[config.mk]
export PLATFORM = sky130hd
export DESIGN_NAME = rsic_top
export DESIGN_NICKNAME = d
export VERILOG_FILES = /design/src/rsic_chan.v /design/src/rsic_irq_pad.v /design/src/rsic_top.v
export VERILOG_INCLUDE_DIRS = /design/src
export SDC_FILE = /design/constraint.sdc
export NUM_CORES = 1
export LEC_CHECK = 0
export ABC_AREA = 1
export ABC_CLOCK_PERIOD_IN_PS = 3000
export BUFFER_PORTS_ARGS = -buffer_cell sky130_fd_sc_hd__buf_4
export CORE_ASPECT_RATIO = 0.8
export CORE_UTILIZATION = 30
export CTS_BUF_LIST = sky130_fd_sc_hd__clkbuf_4 sky130_fd_sc_hd__clkbuf_8
export DETAILED_ROUTE_END_ITERATION = 10
export GPL_TIMING_DRIVEN = 0
export PLACE_DENSITY = 0.47
export SLEW_MARGIN = 20
export SYNTH_ARGS = -nofsm -noshare
export SYNTH_HDL_FRONTEND = slang
export SYNTH_SLANG_ARGS = --single-unit
[constraint.sdc]
create_clock -name ref_clk -period 3 [get_ports ref_clk]
set_clock_uncertainty 0.2 [all_clocks]
set_input_delay 0.6 -clock ref_clk [delete_from_list [all_inputs] [get_ports ref_clk]]
set_output_delay 0.6 -clock ref_clk [all_outputs]
set_load 0.05 [all_outputs]
[src/rsic_regs.vh]
/*
  Register offsets, field positions and reset values of the receive
  serializer and interrupt configuration block.
  Assumes it is included by bare name from the design files that need it.
*/
`ifndef RSIC_REGS_VH
`define RSIC_REGS_VH

// Register offsets on the device register port
`define RSIC_OFF_PIN_CFG    6'h05
`define RSIC_OFF_SER_CTL    6'h06
`define RSIC_OFF_RX_IEN     6'h07
`define RSIC_OFF_RX_STAT    6'h08
`define RSIC_OFF_RX_DATA_A  6'h09
`define RSIC_OFF_RX_DATA_B  6'h0B

// Reset values
`define RSIC_RST_PIN_CFG    8'h01
`define RSIC_RST_SER_CTL    8'h03
`define RSIC_RST_RX_IEN     8'h00

// Writable field masks; reserved bits are stored as zero
`define RSIC_MASK_PIN_CFG   8'h03
`define RSIC_MASK_SER_CTL   8'h0F

// Field positions
`define RSIC_PIN_STYLE_HI   1
`define RSIC_PIN_STYLE_LO   0
`define RSIC_BYTE_MODE_BIT  3
`define RSIC_EOF_LEN_HI     2
`define RSIC_EOF_LEN_LO     0

// Enable and status bit positions inside one channel nibble
`define RSIC_BIT_UNDER      3
`define RSIC_BIT_VALID      3
`define RSIC_BIT_OVER       2
`define RSIC_BIT_FLOW       2
`define RSIC_BIT_EOF        1
`define RSIC_BIT_FULL       0

// Interrupt pin drive styles
`define RSIC_STYLE_OPEN_SRC 2'b11
`define RSIC_STYLE_OPEN_DRN 2'b10
`define RSIC_STYLE_CMOS     2'b01
`define RSIC_STYLE_CMOS_INV 2'b00

`endif

[src/rsic_chan.v]
/*
  One receive channel: collects correlated bits into a byte, detects the
  end-of-frame gap and owns the receive data holding register.
  Assumes bit_tick, bit_valid and bit_data come from correlator logic on
  the same clock, one bit_tick pulse per bit time.
*/
`default_nettype none
`include "rsic_regs.vh"

module rsic_chan (
  input  wire       clk,
  input  wire       rst_n,
  input  wire       ce,
  input  wire       rx_mode,
  input  wire       byte_mode,
  input  wire [2:0] eof_len,
  input  wire       bit_tick,
  input  wire       bit_valid,
  input  wire       bit_data,
  input  wire       data_rd,
  output reg  [7:0] data,
  output reg        data_full,
  output reg        data_valid,
  output reg        evt_full,
  output reg        evt_ovf,
  output reg        evt_udf,
  output reg        evt_eof
);

  reg [7:0] shift;
  reg [2:0] bit_cnt;
  reg [2:0] gap_cnt;
  reg       armed;

  // Collection, gap counting and holding register; events are one-cycle pulses
  always @(posedge clk or negedge rst_n) begin
    if (!rst_n) begin
      shift      <= 8'h00;
      bit_cnt    <= 3'h0;
      gap_cnt    <= 3'h0;
      armed      <= 1'b0;
      data       <= 8'h00;
      data_full  <= 1'b0;
      data_valid <= 1'b0;
      evt_full   <= 1'b0;
      evt_ovf    <= 1'b0;
      evt_udf    <= 1'b0;
      evt_eof    <= 1'b0;
    end else if (ce) begin
      evt_full <= 1'b0;
      evt_ovf  <= 1'b0;
      evt_udf  <= 1'b0;
      evt_eof  <= 1'b0;
      // A read empties the register; reading it empty is an underflow
      if (data_rd) begin
        evt_udf   <= ~data_full;
        data_full <= 1'b0;
      end
      if (!rx_mode) begin
        // Leaving receive mode disarms detection and drops a partial byte
        armed   <= 1'b0;
        bit_cnt <= 3'h0;
        gap_cnt <= 3'h0;
      end else if (bit_tick) begin
        if (bit_valid) begin
          // A new byte starts from zero, so a partial flush carries no bits
          // left over from the previous frame
          shift   <= (bit_cnt == 3'h0) ? {7'h00, bit_data} : {shift[6:0], bit_data};
          armed   <= 1'b1;
          gap_cnt <= 3'h0;
          bit_cnt <= bit_cnt + 3'h1;
          // Whole byte moves to the holding register in byte mode only
          if ((bit_cnt == 3'h7) && byte_mode) begin
            data       <= {shift[6:0], bit_data};
            data_valid <= 1'b1;
            data_full  <= 1'b1;
            evt_full   <= 1'b1;
            evt_ovf    <= data_full & ~data_rd;
          end
        end else if (armed) begin
          // Invalid bit count exceeding the gap length ends the frame
          if (gap_cnt == eof_len) begin
            evt_eof <= 1'b1;
            armed   <= 1'b0;
            bit_cnt <= 3'h0;
            gap_cnt <= 3'h0;
            // Partial byte is flushed in byte mode; nothing is moved if no bit is pending
            if ((bit_cnt != 3'h0) && byte_mode) begin
              data       <= shift;
              data_valid <= 1'b0;
              data_full  <= 1'b1;
              evt_full   <= 1'b1;
              evt_ovf    <= data_full & ~data_rd;
            end
          end else begin
            gap_cnt <= gap_cnt + 3'h1;
          end
        end
      end
    end
  end

endmodule // rsic_chan
`default_nettype wire

[src/rsic_irq_pad.v]
/*
  Interrupt pin driver: turns the internal request level into pin value
  and output enable in one of four drive styles.
  Assumes the pad or bench resolves the wire from out and oe.
*/
`default_nettype none
`include "rsic_regs.vh"

module rsic_irq_pad (
  input  wire       clk,
  input  wire       rst_n,
  input  wire       ce,
  input  wire [1:0] style,
  input  wire       active,
  output reg        pin_out,
  output reg        pin_oe
);

  reg next_out;
  reg next_oe;

  // Style decode; floating styles release the pin when idle
  always @* begin
    next_out = 1'b0;
    next_oe  = 1'b1;
    case (style)
      `RSIC_STYLE_OPEN_SRC: begin
        next_out = 1'b1;
        next_oe  = active;
      end
      `RSIC_STYLE_OPEN_DRN: begin
        next_out = 1'b0;
        next_oe  = active;
      end
      `RSIC_STYLE_CMOS: begin
        next_out = active;
        next_oe  = 1'b1;
      end
      default: begin
        next_out = ~active;
        next_oe  = 1'b1;
      end
    endcase
  end

  // Registered so the pin never glitches on decode
  always @(posedge clk or negedge rst_n) begin
    if (!rst_n) begin
      pin_out <= 1'b0;
      pin_oe  <= 1'b1;
    end else if (ce) begin
      pin_out <= next_out;
      pin_oe  <= next_oe;
    end
  end

endmodule // rsic_irq_pad
`default_nettype wire

[src/rsic_top.v]
/*
  Receive serializer controls and interrupt logic: pin style, byte or
  bit-serial transfer, end-of-frame gap, per-channel event enables,
  receive status and data registers.
  Assumes a register port driven from the host interface logic on ref_clk,
  correlator bit strobes on the same clock, and rx_mode from the radio mode
  register elsewhere in the device.
*/
// What this block does
// - Styles 11/10 drive asserted level, float idle
// - Styles 01/00 drive both levels, normal/inverted
// - Pin style field is config bits 1:0
// - Serializer bit 3 picks byte or bit-serial
// - Three-bit gap length sets end-of-frame gap
// - Gap counting armed after first valid bit
// - End of frame moves collected data out in byte mode
// - Zero length ends at first invalid bit
// - Enable bits 7:4 gate channel B events
// - Enable bits 3:0 gate channel A events
// - Reading empty data register flags underflow
// - Loading unread data register flags overflow
// - Full flag on every data transfer
// - End-of-frame interrupt when gap exceeded
// - Status read clears pending end-of-frame
// - Status flags set regardless of enables
// - Status at 0x08, event flags cleared when read
// - Status reads zero outside receive mode
`default_nettype none
`include "rsic_regs.vh"

module rsic_top (
  input  wire       ref_clk,
  input  wire       arst_n,
  input  wire       ce,
  input  wire [5:0] reg_addr,
  input  wire [7:0] reg_wdata,
  input  wire       reg_wr,
  input  wire       reg_rd,
  output reg  [7:0] reg_rdata,
  input  wire       rx_mode,
  input  wire       a_bit_tick,
  input  wire       a_bit_valid,
  input  wire       a_bit_data,
  input  wire       b_bit_tick,
  input  wire       b_bit_valid,
  input  wire       b_bit_data,
  output reg        serial_bit_pin_out,
  output reg        serial_bit_pin_oe,
  output reg        serial_bit_valid_pin_out,
  output reg        serial_bit_valid_pin_oe,
  output wire       irq_pin_out,
  output wire       irq_pin_oe
);

  // Sticky flag update: a new event wins over a clear in the same cycle,
  // and everything is held at zero outside receive mode
  function rsic_sticky;
    input flag;
    input evt;
    input clr;
    input rx;
    begin
      rsic_sticky = rx & ((flag & ~clr) | evt);
    end
  endfunction

  // Address match with a strobe; used for every write and read-strobe decode, not the readback mux
  // Only the six offset bits are compared; there is no bank select
  function rsic_hit;
    input [5:0] addr;
    input [5:0] off;
    input       strobe;
    begin
      rsic_hit = strobe & (addr == off);
    end
  endfunction

  reg        rst_meta;
  reg        rst_n;

  reg  [7:0] irq_pin_config;
  reg  [7:0] serializer_control;
  reg  [7:0] rx_event_irq_enable;

  reg  [1:0] flag_udf;
  reg  [1:0] flag_ovf;
  reg  [1:0] flag_eof;
  reg  [1:0] flag_full;

  wire [1:0] pin_style;
  wire       byte_mode_select;
  wire [2:0] eof_len;
  wire       stat_rd;
  wire       data_a_rd;
  wire       data_b_rd;
  wire [7:0] rx_status;
  wire [3:0] pend_a;
  wire [3:0] pend_b;
  wire       irq_active;

  wire [7:0] data_a;
  wire       full_a;
  wire       valid_a;
  wire       evt_full_a;
  wire       evt_ovf_a;
  wire       evt_udf_a;
  wire       evt_eof_a;
  wire [7:0] data_b;
  wire       full_b;
  wire       valid_b;
  wire       evt_full_b;
  wire       evt_ovf_b;
  wire       evt_udf_b;
  wire       evt_eof_b;

  // Reset release through two flops; assertion stays asynchronous.
  // Deliberately not gated by ce, so a frozen block still comes out of
  // reset cleanly once the enable returns.
  always @(posedge ref_clk or negedge arst_n) begin
    if (!arst_n) begin
      rst_meta <= 1'b0;
      rst_n    <= 1'b0;
    end else begin
      rst_meta <= 1'b1;
      rst_n    <= rst_meta;
    end
  end

  // Control fields
  // A change takes effect on the cycle after the write; a frame in progress
  // sees a new gap length at its next bit time.
  assign pin_style        = irq_pin_config[`RSIC_PIN_STYLE_HI:`RSIC_PIN_STYLE_LO];
  assign byte_mode_select = serializer_control[`RSIC_BYTE_MODE_BIT];
  assign eof_len          = serializer_control[`RSIC_EOF_LEN_HI:`RSIC_EOF_LEN_LO];

  // Read strobes with side effects; frozen clock enable means no access.
  // The host must keep reg_rd to a single-cycle pulse: a strobe held on a
  // data offset would empty the register and then flag underflow.
  assign stat_rd   = rsic_hit(reg_addr, `RSIC_OFF_RX_STAT, reg_rd & ce);
  assign data_a_rd = rsic_hit(reg_addr, `RSIC_OFF_RX_DATA_A, reg_rd & ce);
  assign data_b_rd = rsic_hit(reg_addr, `RSIC_OFF_RX_DATA_B, reg_rd & ce);

  // Control register writes; reserved bits are not stored, which
  // tolerates a host that ignores the write-zero convention
  always @(posedge ref_clk or negedge rst_n) begin
    if (!rst_n) begin
      irq_pin_config      <= `RSIC_RST_PIN_CFG;
      serializer_control  <= `RSIC_RST_SER_CTL;
      rx_event_irq_enable <= `RSIC_RST_RX_IEN;
    end else if (ce) begin
      if (rsic_hit(reg_addr, `RSIC_OFF_PIN_CFG, reg_wr)) begin
        irq_pin_config <= reg_wdata & `RSIC_MASK_PIN_CFG;
      end
      if (rsic_hit(reg_addr, `RSIC_OFF_SER_CTL, reg_wr)) begin
        serializer_control <= reg_wdata & `RSIC_MASK_SER_CTL;
      end
      if (rsic_hit(reg_addr, `RSIC_OFF_RX_IEN, reg_wr)) begin
        rx_event_irq_enable <= reg_wdata;
      end
    end
  end

  // Channel A receiver and holding register
  // Only channel A feeds the serial pins in bit-serial mode
  rsic_chan u_chan_a (
    .clk        (ref_clk),
    .rst_n      (rst_n),
    .ce         (ce),
    .rx_mode    (rx_mode),
    .byte_mode  (byte_mode_select),
    .eof_len    (eof_len),
    .bit_tick   (a_bit_tick),
    .bit_valid  (a_bit_valid),
    .bit_data   (a_bit_data),
    .data_rd    (data_a_rd),
    .data       (data_a),
    .data_full  (full_a),
    .data_valid (valid_a),
    .evt_full   (evt_full_a),
    .evt_ovf    (evt_ovf_a),
    .evt_udf    (evt_udf_a),
    .evt_eof    (evt_eof_a)
  );

  // Channel B receiver and holding register
  // Channel B shares the gap length and transfer mode with channel A
  rsic_chan u_chan_b (
    .clk        (ref_clk),
    .rst_n      (rst_n),
    .ce         (ce),
    .rx_mode    (rx_mode),
    .byte_mode  (byte_mode_select),
    .eof_len    (eof_len),
    .bit_tick   (b_bit_tick),
    .bit_valid  (b_bit_valid),
    .bit_data   (b_bit_data),
    .data_rd    (data_b_rd),
    .data       (data_b),
    .data_full  (full_b),
    .data_valid (valid_b),
    .evt_full   (evt_full_b),
    .evt_ovf    (evt_ovf_b),
    .evt_udf    (evt_udf_b),
    .evt_eof    (evt_eof_b)
  );

  // Sticky event flags: set regardless of enables, cleared by status read.
  // Index 0 is channel A, index 1 channel B.
  // One status read clears both channels at once; an event in the same
  // cycle as that read survives it, so nothing is lost.
  always @(posedge ref_clk or negedge rst_n) begin
    if (!rst_n) begin
      flag_udf  <= 2'h0;
      flag_ovf  <= 2'h0;
      flag_eof  <= 2'h0;
      flag_full <= 2'h0;
    end else if (ce) begin
      flag_udf[0]  <= rsic_sticky(flag_udf[0], evt_udf_a, stat_rd, rx_mode);
      flag_udf[1]  <= rsic_sticky(flag_udf[1], evt_udf_b, stat_rd, rx_mode);
      flag_ovf[0]  <= rsic_sticky(flag_ovf[0], evt_ovf_a, stat_rd, rx_mode);
      flag_ovf[1]  <= rsic_sticky(flag_ovf[1], evt_ovf_b, stat_rd, rx_mode);
      flag_eof[0]  <= rsic_sticky(flag_eof[0], evt_eof_a, stat_rd, rx_mode);
      flag_eof[1]  <= rsic_sticky(flag_eof[1], evt_eof_b, stat_rd, rx_mode);
      flag_full[0] <= rsic_sticky(flag_full[0], evt_full_a, stat_rd, rx_mode);
      flag_full[1] <= rsic_sticky(flag_full[1], evt_full_b, stat_rd, rx_mode);
    end
  end

  // Status image; the whole byte reads zero outside receive mode.
  // Valid counts only while the data register still holds its byte, so a
  // drained register never reports stale valid data.
  assign rx_status = rx_mode ? {valid_b & full_b, flag_udf[1] | flag_ovf[1],
                                flag_eof[1], flag_full[1],
                                valid_a & full_a, flag_udf[0] | flag_ovf[0],
                                flag_eof[0], flag_full[0]}
                             : 8'h00;

  // Pending events in enable-bit order: under, over, end of frame, full
  // Overflow and underflow have separate enables but share one status bit
  assign pend_a = {flag_udf[0], flag_ovf[0], flag_eof[0], flag_full[0]};
  assign pend_b = {flag_udf[1], flag_ovf[1], flag_eof[1], flag_full[1]};

  // Request level: any pending flag whose enable is set.
  // The pad registers this level, so the pin follows one cycle later, and an
  // enable written while a flag is pending acts without a new event.
  assign irq_active = |(pend_b & rx_event_irq_enable[7:4])
                    | |(pend_a & rx_event_irq_enable[3:0]);

  // Registered read data; unmapped offsets read zero.
  // Read data holds until the next read, so the host may take it late.
  // An empty data register returns its stale byte; underflow reports it.
  always @(posedge ref_clk or negedge rst_n) begin
    if (!rst_n) begin
      reg_rdata <= 8'h00;
    end else if (ce && reg_rd) begin
      case (reg_addr)
        `RSIC_OFF_PIN_CFG:   reg_rdata <= irq_pin_config;
        `RSIC_OFF_SER_CTL:   reg_rdata <= serializer_control;
        `RSIC_OFF_RX_IEN:    reg_rdata <= rx_event_irq_enable;
        `RSIC_OFF_RX_STAT:   reg_rdata <= rx_status;
        `RSIC_OFF_RX_DATA_A: reg_rdata <= data_a;
        `RSIC_OFF_RX_DATA_B: reg_rdata <= data_b;
        default:             reg_rdata <= 8'h00;
      endcase
    end
  end

  // Bit-serial mode: channel A bits leave on the serial pins. The pins are
  // driven only in receive mode with the serializer off, so a transmit
  // path elsewhere may own them the rest of the time.
  always @(posedge ref_clk or negedge rst_n) begin
    if (!rst_n) begin
      serial_bit_pin_out       <= 1'b0;
      serial_bit_pin_oe        <= 1'b0;
      serial_bit_valid_pin_out <= 1'b0;
      serial_bit_valid_pin_oe  <= 1'b0;
    end else if (ce) begin
      serial_bit_pin_oe       <= rx_mode & ~byte_mode_select;
      serial_bit_valid_pin_oe <= rx_mode & ~byte_mode_select;
      if (a_bit_tick) begin
        serial_bit_pin_out <= a_bit_data;
      end
      serial_bit_valid_pin_out <= rx_mode & ~byte_mode_select & a_bit_tick & a_bit_valid;
    end
  end

  // Interrupt pin in the selected drive style
  // A style change applies one cycle after the write, without a glitch
  rsic_irq_pad u_irq_pad (
    .clk     (ref_clk),
    .rst_n   (rst_n),
    .ce      (ce),
    .style   (pin_style),
    .active  (irq_active),
    .pin_out (irq_pin_out),
    .pin_oe  (irq_pin_oe)
  );

endmodule // rsic_top
`default_nettype wire

* Word level (Yosys, flattened, before mapping)
Index checks and enable logic that the tools add are counted.
Widths: inputs -> output; s select.
** Operators by class
- Reduce and logical (&&, ||, !) cells :: 32
- Bitwise logic cells :: 50
- $add $sub $neg :: 4
- Multiplexer cells :: 112
- Eq/ne operators :: 21
** Operators with widths (count)
- $mux 8 :: 13
- $mux 1 :: 77
- $mux 3 :: 20
- $pmux 8 s6 :: 1
- $and 1x1->1 :: 30
- $eq 6x3->1 const B :: 3
- $eq 6x4->1 const B :: 3
- $reduce_and 4->1 :: 4
- $reduce_and 7->1 :: 2
- $add 3x1->3 const B :: 4
- $ne 3x1->1 const B :: 4
- $reduce_and 2->1 :: 6
- $reduce_bool 2->1 :: 6
- $or 1x1->1 :: 11
- $and 4x4->4 :: 2
- $ne 2x1->1 const B :: 4
- $reduce_or 4->1 :: 2
- $not 1->1 :: 7
- $eq 3x3->1 :: 2
- $eq 3x3->1 const B :: 2
- $logic_not 3->1 :: 2
- $reduce_and 3->1 :: 2
- $reduce_bool 3->1 :: 2
- $logic_and 1x1->1 :: 5
- 4 further kinds :: 5
** Storage, ports and cells
- Input port bits :: 26
- Output and inout port bits :: 14
- Logic and storage cells :: 256
- Bits in registers :: 95

* Logic depth before layout (Yosys ltp)
Gate-level depths: netlist (run 1).
- Depth after elaboration :: 10
- Depth in mapped cells :: 9

* By module
A second synthesis (run 1) with hierarchy kept.
** Unflattened totals
- Cell total of the unflattened synthesis :: 634
- Area, all modules :: 4954.8 µm²
** Modules (own cells, without submodules)
- rsic_chan :: cells each 183, instances 2, sequential area each 725.7 µm², area an instance 1462.7 µm²
- rsic_top :: cells each 256, instances 1, sequential area each 879.6 µm², area an instance 1933.1 µm²
- rsic_irq_pad :: cells each 12, instances 1, sequential area each 51.3 µm², area an instance 96.3 µm²

* Worst setup path before layout (run 1)
Ideal clock, no wire load.
- Kind :: input-to-reg
- Start :: in ce
- End :: reg u_chan_b.gap_cnt[2]
- Data required time :: 2.687 ns
- Slack :: 1.199 ns
- Stages :: 9
- Library setup time :: 0.113 ns
- Arrival time :: 1.488 ns
- Buffers on the path :: 1
- Path through :: buf_2 > inv_2 > nor2_2 > nor2_1 > nor2_2 > nand2_1 > xor2_1 > nand2_1 > inv_1
** Between the ends
- Longest elaborated chain between the ends :: 1
** Ends and longest elaborated chain
- from (decl) :: line rsic_top.v:34 : input wire ce,
- $reduce_and 3->1 (no line)
- to (signal assigned) :: line rsic_chan.v:96 : gap_cnt <= gap_cnt + 3'h1;
- to (decl) :: line rsic_chan.v:32 : reg [2:0] gap_cnt;
Every way passes these cells.
A chain may end at the register's enable or synchronous reset.

* Worst setup path after layout (run 1)
- Start :: reg serializer_control[1]
- End :: reg u_chan_a.data[4]
** Between the ends
- Longest elaborated chain between the ends :: 3
** Ends and longest elaborated chain
- from (decl) :: line rsic_top.v:82 : reg [7:0] serializer_control;
- from (signal assigned) :: line rsic_top.v:148 : serializer_control <= `RSIC_RST_SER_CTL;
- from (signal assigned) :: line rsic_top.v:155 : serializer_control <= reg_wdata & `RSIC_MASK_SER_CTL;
- $eq 3x3->1 :: line rsic_chan.v:82 : if (gap_cnt == eof_len) begin
- $reduce_bool 2->1 (no line)
- $reduce_and 7->1 (no line)
- to (signal assigned) :: line rsic_chan.v:74 : data <= {shift[6:0], bit_data};
- to (signal assigned) :: line rsic_chan.v:89 : data <= shift;
- to (decl) :: line rsic_chan.v:21 : output reg [7:0] data,
Every way passes these cells.

==> results of run 1 <==
[how the worst max path moves through the flow]
stage                          endpoint  slack (ns)  depth (start not counted)
floorplan           u_chan_b.gap_cnt[2]        1.20                          9
global placement           reg_rdata[4]        0.48                          0
detailed placement         reg_rdata[2]        0.71                          7
CTS                    u_chan_a.data[4]        1.05                          9
global route           u_chan_a.data[4]        0.83                          9
finish                 u_chan_a.data[4]        1.04                          9
[power by group through the flow]
| stage | sequential, mW | combinational, mW | clock [mW] |
|---|---|---|---|
| 2_1_floorplan | 1.51 | 0.215 | 0 |
| 3_3_place_gp | 1.48 | 0.399 | 0 |
| 3_5_place_dp | 1.46 | 0.422 | 0 |
| 4_1_cts | 1.44 | 0.424 | 1.03 |
| 5_1_grt | 1.45 | 0.476 | 1.07 |
| 6_report | 1.44 | 0.421 | 0.996 |
[final cells by class]
class / count / share of cell area [%]
inverter: 77 / 5.116
sequential: 95 / 42.24
clock inverter: 4 / 1.351
timing repair buffer: 40 / 5.714
clock buffer: 12 / 2.924
multi-input combinational: 446 / 36.26
buffer: 17 / 1.639
tap: 215 / 4.762
[cell families after synthesis]
| logic type | share of synthesized area (%) |
|---|---|
| flops | 49.51 |
| fa+ha+maj | 2.080 |
| simple gates | 30.21 |
| buf+inv | 7.930 |
| compound gates | 9.464 |
| xor+xnor | 0.7282 |
| other cells | 0.07793 |
[critical path, delay by kind of cell (launching register included)]
family / cells / cell delay [ns]
buffers and inverters: 2 / 0.27
DFF: 1 / 0.52
and+or+nand+nor: 7 / 0.90
[placed cells by master (no fill, tap or decap), drive strengths merged]
cell	n
clkinvlp	1
o211ai	2
nand2	220
clkbuf	15
nor2	53
o32ai	1
buf	53
xor2	2
o21bai	1
bufinv	2
inv	77
ha	8
dlygate4sd3	1
xnor2	2
nand3	61
a22oi	1
conb	1
o21ai	72
dfstp	4
nand4	7
dfrtp	91
nor3	5
clkinv	1
o22ai	3
or2	1
a21oi	5
a31oi	1
[stage by stage]
| stage | setup WS [ns] | hold slack [ns] | instance area (um^2) | power, mW | instances |
|---|---|---|---|---|---|
| after floorplan | 1.199 | 0.1044 | 4813 | 1.726 | 635 |
| after global placement | 0.4835 | 0.1374 | 5368 | 1.875 | 888 |
| after detailed placement | 0.7067 | 0.1426 | 5398 | 1.886 | 889 |
| after CTS | 1.054 | 0.1644 | 5649 | 2.897 | 906 |
| after global routing | 0.8348 | 0.1835 | 5649 | 3.004 | 906 |
| final | 1.043 | 0.1355 | 5649 | 2.854 | 906 |
[flip-flops by register name (all words and copies together), names as in the netlist, 3 cells and up]
signal / flops
reg_rdata: 8
rx_event_irq_enable: 8
u_chan_a.data: 8
u_chan_a.shift: 8
u_chan_b.data: 8
u_chan_b.shift: 8
serializer_control: 4
u_chan_a.bit_cnt: 3
u_chan_a.gap_cnt: 3
u_chan_b.bit_cnt: 3
u_chan_b.gap_cnt: 3
[per-layer routing]
metal	part of all wire, %	vias to the layer above	wire length [um]	track usage (%)
li1	-	2117	-	-
met1	55	1946	6878	25.31
met2	41	77	5114	24.37
met3	4.1	9	513	3.082
met4	0.86	0	108	3.830
met5	0	-	0	0
[synthesized netlist by cell type (all sizes together)]
| master | number |
|---|---|
| a22oi | 1 |
| or2 | 1 |
| nor3 | 5 |
| conb | 1 |
| o22ai | 3 |
| dfstp | 4 |
| a31oi | 1 |
| dfrtp | 91 |
| clkbuf | 3 |
| nand3 | 61 |
| o211ai | 2 |
| nand2 | 220 |
| nand4 | 7 |
| nor2 | 53 |
| inv | 77 |
| o32ai | 1 |
| xor2 | 2 |
| xnor2 | 2 |
| o21bai | 1 |
| a21oi | 5 |
| buf | 14 |
| o21ai | 72 |
| ha | 8 |
==> flow_summary.toml, run 1 <==
[power]
ir_drop_mv = 0.2473
switching_power_mw = 0.8152
p_sw_share_pct = 28.56
p_int_mw = 2.039
power.share.clock_pct = 34.9
leakage_nw = 2.885
combPwrFrac_pct = 14.7
p_per_area_nw_per_um2 = 505.2
p_seq_share_pct = 50.4

[die]
die_height_um = 115.3
std_cell_rows = 41
core_area_um2 = 15750
start_util_pct = 30.56
ioPinCount = 40
die_width_um = 143.6
dieArea_um2 = 16550

[clocking]
postCtsHoldBufs = 1
h-tree-depth = 3
cts_tree = "yes"
clock_path_buffers = 2
worstSkewPairLatency_ns = 0.36
numCtsBuffers = 9
cts_resized = 0
postCtsSetupBuffers = 0
clk_pin_slew_worst_paths_ns = 0.09
cts-root-buf = "clkbuf_8"
clock-sinks = 95

[global_routing]
grt_pass1_vias = 4010
grt_pass1_wl_um = 20860
gr-usage-all-layers_pct = 16.70
antenna_found_initial = 0
grt_start_max_net_pins = 56
overflow = 0

[run]
max_cap_viol_count = 0

[setup_path]
slowest_delay_ns = 0.52
critical_path.startpoint = "serializer_control[1]"
start_kind = "flip-flop"
cp_common_cell = "nand2_1"
cp-end-kind = "flip-flop"
ff2ff_path_depth = 9
cp.arrival_ns = 2.06
crit_path_cell_trace = "buf_2, inv_1, nand2_1, nand2_1, nor2_1, nand4_1, nand2_1, nand3_1, nand2_1"
reg2reg_to = "u_chan_a.data[4]"
required_ns = 3.10
critPathKind = "flip-flop to flip-flop"
r2r_setup_slack_ns = 1.04
worstPathMaxFanout = 10
timing.rr.start = "serializer_control[1]"
cp_slowest_cell = "dfstp_2"

[finish]
final_layout_size_suffix_gt1_share_pct = 12.88
num-fill-cells = 1685
final_nets = 720
multi_input_area_um2 = 2048
syn_to_final_growth_pct = 17.39
antenna_cells = 0
seq_area_um2 = 2386
final_util_pct = 35.87

[place]
place.gp.congestion = 0.8270
dp_hpwl_um = 9710
io_buffers = 38

[routing]
drtIter0Drc = 245
ant_nets = 0
routed_wl_um = 12610
via_per_inst = 4.579
vias = 4149
wire_per_inst_um = 13.92
drc = 0
drtPass1Iterations = 5

[synthesis]
syn_inst = 635
synth_top_cells_by_area = "dfrtp_1, nand2_1, o21ai_0"
syn-num-nets = 669
synth_warnings = 0
syn-cell-area_um2 = 4812
syn_avg_cell_area_um2 = 7.578
yosys.area.top_type_share_pct = 47.32
yosysTopAreaCell = "dfrtp_1"
ys_seq_area_share_pct = 49.51
ys_seq_elements = 95
ys_types = 30

[timing]
hold_violations = 0
fin_crit_sh_pct = 65.24
maxSlewViolCount = 0
tightest_slew_ns = 0.5711
setup_viol = 0
rsz0062_at_grt = "false"
finalSetupTns_ns = 0
slew_headroom_pct = 61.93
fin_crit_ns = 1.957
fmax_mhz = 510.9

[worst_hold_path]
hp-class = "flip-flop to asynchronous set/reset pin"

[status]
status = "finished clean"
No activity file was read; power rests on OpenSTA's default activity.
==> run 2, diff against run 1 <==
--- a/config.mk
+++ b/config.mk
@@ -6,8 +6,8 @@
 export SDC_FILE = /design/constraint.sdc
 export NUM_CORES = 1
 export LEC_CHECK = 0
-export ABC_AREA = 1
-export ABC_CLOCK_PERIOD_IN_PS = 3000
+export ABC_AREA = 0
+export ABC_CLOCK_PERIOD_IN_PS = 1630
 export BUFFER_PORTS_ARGS = -buffer_cell sky130_fd_sc_hd__buf_4
 export CORE_ASPECT_RATIO = 0.8
 export CORE_UTILIZATION = 30
==> constraint.sdc (replaced) <==
create_clock -name ref_clk -period 1.63 [get_ports ref_clk]
set_clock_uncertainty 0.2 [all_clocks]
set_input_delay 0.326 -clock ref_clk [delete_from_list [all_inputs] [get_ports ref_clk]]
set_output_delay 0.326 -clock ref_clk [all_outputs]
set_load 0.05 [all_outputs]
==> flow_summary.toml, run 2 <==
[clocking]
h-tree-depth = 3
numCtsBuffers = 9
cts_tree = "yes"
cts-root-buf = "clkbuf_8"
clock_path_buffers = 2
worstSkewPairLatency_ns = 0.39
clock-sinks = 95
clk_pin_slew_worst_paths_ns = 0.09

[routing]
drtIter0Drc = 247
vias = 3978
ant_nets = 0
wire_per_inst_um = 18.42
via_per_inst = 5.214
drc = 0
routed_wl_um = 14060
drtPass1Iterations = 5

[global_routing]
grt_pass1_vias = 3987
grt_start_max_net_pins = 49
overflow = 0
grt_pass1_wl_um = 22190
gr-usage-all-layers_pct = 17.82
antenna_found_initial = 0

[finish]
final_util_pct = 41.35
final_cells = 763
layout_common_cells = "dfrtp_1, buf_4, nand2_1"
final_common_cell = "dfrtp_1"
num-fill-cells = 1538
final_nets = 577
final_layout_size_suffix_gt1_share_pct = 34.85
syn_to_final_growth_pct = 34.20
antenna_cells = 0

[timing]
fin_ws_ns = -0.2817
rsz0062_at_grt = "true"
slew_headroom_pct = 53.79
tightest_slew_ns = 0.6932
fin_crit_sh_pct = 117.3
fmax_mhz = 523.1
fin_crit_ns = 1.912
whs_ns = 0.05199
setup_viol = 49
maxSlewViolCount = 0
hold_violations = 0

[place]
io_buffers = 36
pre_cts_ws_ns = -0.6330
placedCellCount = 709
place.gp.congestion = 0.8158
dp_hpwl_um = 9945

[synthesis]
yosysTopAreaCell = "dfrtp_1"
ys_seq_area_share_pct = 48.78
yosysMostFrequentCell = "dfrtp_1"
ys_types = 57
yosys.area.top_type_share_pct = 46.63
synth-xor-area-share_pct = 1.435
synth_warnings = 0
syn-num-nets = 491
synth_compound_area_share_pct = 19.24
ys_seq_elements = 95
syn_avg_cell_area_um2 = 10.69
synth.cells.most_frequent = "dfrtp_1, nand2_1, mux2_2"
synth-async-reset-ratio_pct = 100.0
synth_top_cells_by_area = "dfrtp_1, mux2_2, nand2_1"
synth.area.mux_share_pct = 8.250
yosys.area_share.simple_pct = 16.32
synth_ff_type = "dfrtp_1"
synth_top_family_by_area = "compound AO/OA/AOI/OAI gates"
syn-cell-area_um2 = 4883
synth_edf_count = 0
synth_fa_ha_area_share_pct = 2.050
syn_inst = 457

[setup_path]
cp.arrival_ns = 1.99
cp-end-kind = "flip-flop"
timing.rr.start = "serializer_control[1]"
critPathKind = "flip-flop to flip-flop"
start_kind = "flip-flop"
required_ns = 1.71
ff2ff_path_depth = 6
r2r_setup_slack_ns = -0.28
worstPathMaxFanout = 4
reg2reg_to = "u_chan_a.data[0]"

[die]
dieArea_um2 = 16800
start_util_pct = 30.81
die_width_um = 144.6
core_area_um2 = 15850
ioPinCount = 40
std_cell_rows = 41
die_height_um = 116.1

[power]
p_sw_share_pct = 29.67
power.share.clock_pct = 31.2
combPwrFrac_pct = 20.4
p_seq_share_pct = 48.4
switching_power_mw = 1.624
p_int_mw = 3.850
ir_drop_mv = 0.3983
p_per_area_nw_per_um2 = 835.3
leakage_nw = 2.821

[status]
status = "finished, violations left"
violations = "negative setup slack"

[run]
max_cap_viol_count = 0

[worst_hold_path]
hp-class = "input pin to asynchronous set/reset pin"
[run 2: what timing repair did]
item	in CTS	in global routing
gates resized for setup	53	26
setup buffers	24	5
gates cloned	4	0
setup endpoints to repair	69	68
endpoints found under the hold margin	18	0
hold buffers	11	0
pin swaps	19	14
[run 2: worst max-delay path, stage by stage (launching register included)]
cell and delay, ns:
dfstp_2 0.57, buf_12 0.11, xnor2_4 0.11, and3_4 0.22, nand4_1 0.15, buf_4 0.22, o221a_4 0.25
[run 2: how the worst max path moves through the flow]
stage / startpoint / to / slack (ns) / depth (start not counted)
2_1_floorplan: u_chan_a.bit_cnt[0] / u_chan_a.data[3] / -0.26 / 7
3_3_place_gp: ce / u_chan_a.data[5] / -0.64 / 5
3_5_place_dp: reg_addr[3] / rx_event_irq_enable[5] / -0.63 / 4
4_1_cts: serializer_control[1] / u_chan_a.data[0] / -0.28 / 6
5_1_grt: u_chan_b.bit_cnt[1] / u_chan_b.data[5] / -0.34 / 7
6_report: serializer_control[1] / u_chan_a.data[0] / -0.28 / 6
[run 2: area by class of cell]
type	instances	area [um^2]	area share (%)
plain buffers	22	156.4	2.386
clock buffers	9	123.9	1.890
clock inverters	7	87.58	1.336
inverters	15	56.30	0.8591
multi-input cells	319	2698	41.16
flip-flops and latches	95	2389	36.45
well taps	215	269.0	4.105
repair buffers	81	774.5	11.82
[run 2: cells by family (layout without fill, tap and decap cells)]
family | count (synthesis) | in the layout
flops | 95 | 95
compound gates | 117 | 117
other cells | 1 | 1
buf+inv | 43 | 134
fa+ha+maj | 8 | 8
mux | 37 | 37
xor+xnor | 8 | 8
simple gates | 148 | 148
[run 2: power by group through the flow]
stage	Combinational, mW	Clock [mW]	Sequential, mW
after floorplan	0.505	0	2.75
after global placement	0.841	0	2.71
after detailed placement	0.886	0	2.69
after CTS	1.07	1.77	2.64
after global routing	1.21	1.87	2.67
final	1.12	1.71	2.65
[run 2: stage by stage]
step           power, mW  setup TNS (ns)  instance area, um^2
2_1_floorplan      3.251          -9.411                 5105
3_3_place_gp       3.550          -34.20                 5644
3_5_place_dp       3.576          -34.39                 5672
4_1_cts            5.485          -6.509                 6452
5_1_grt            5.754          -9.598                 6554
6_report           5.474          -6.539                 6554
[run 2: routing by layer]
metal | track usage, % | vias up | wire length (um)
met5 | 0 | - | 0
met3 | 5.371 | 10 | 760
met1 | 25.99 | 1994 | 7208
li1 | - | 1883 | -
met2 | 25.71 | 91 | 5920
met4 | 4.140 | 0 | 166
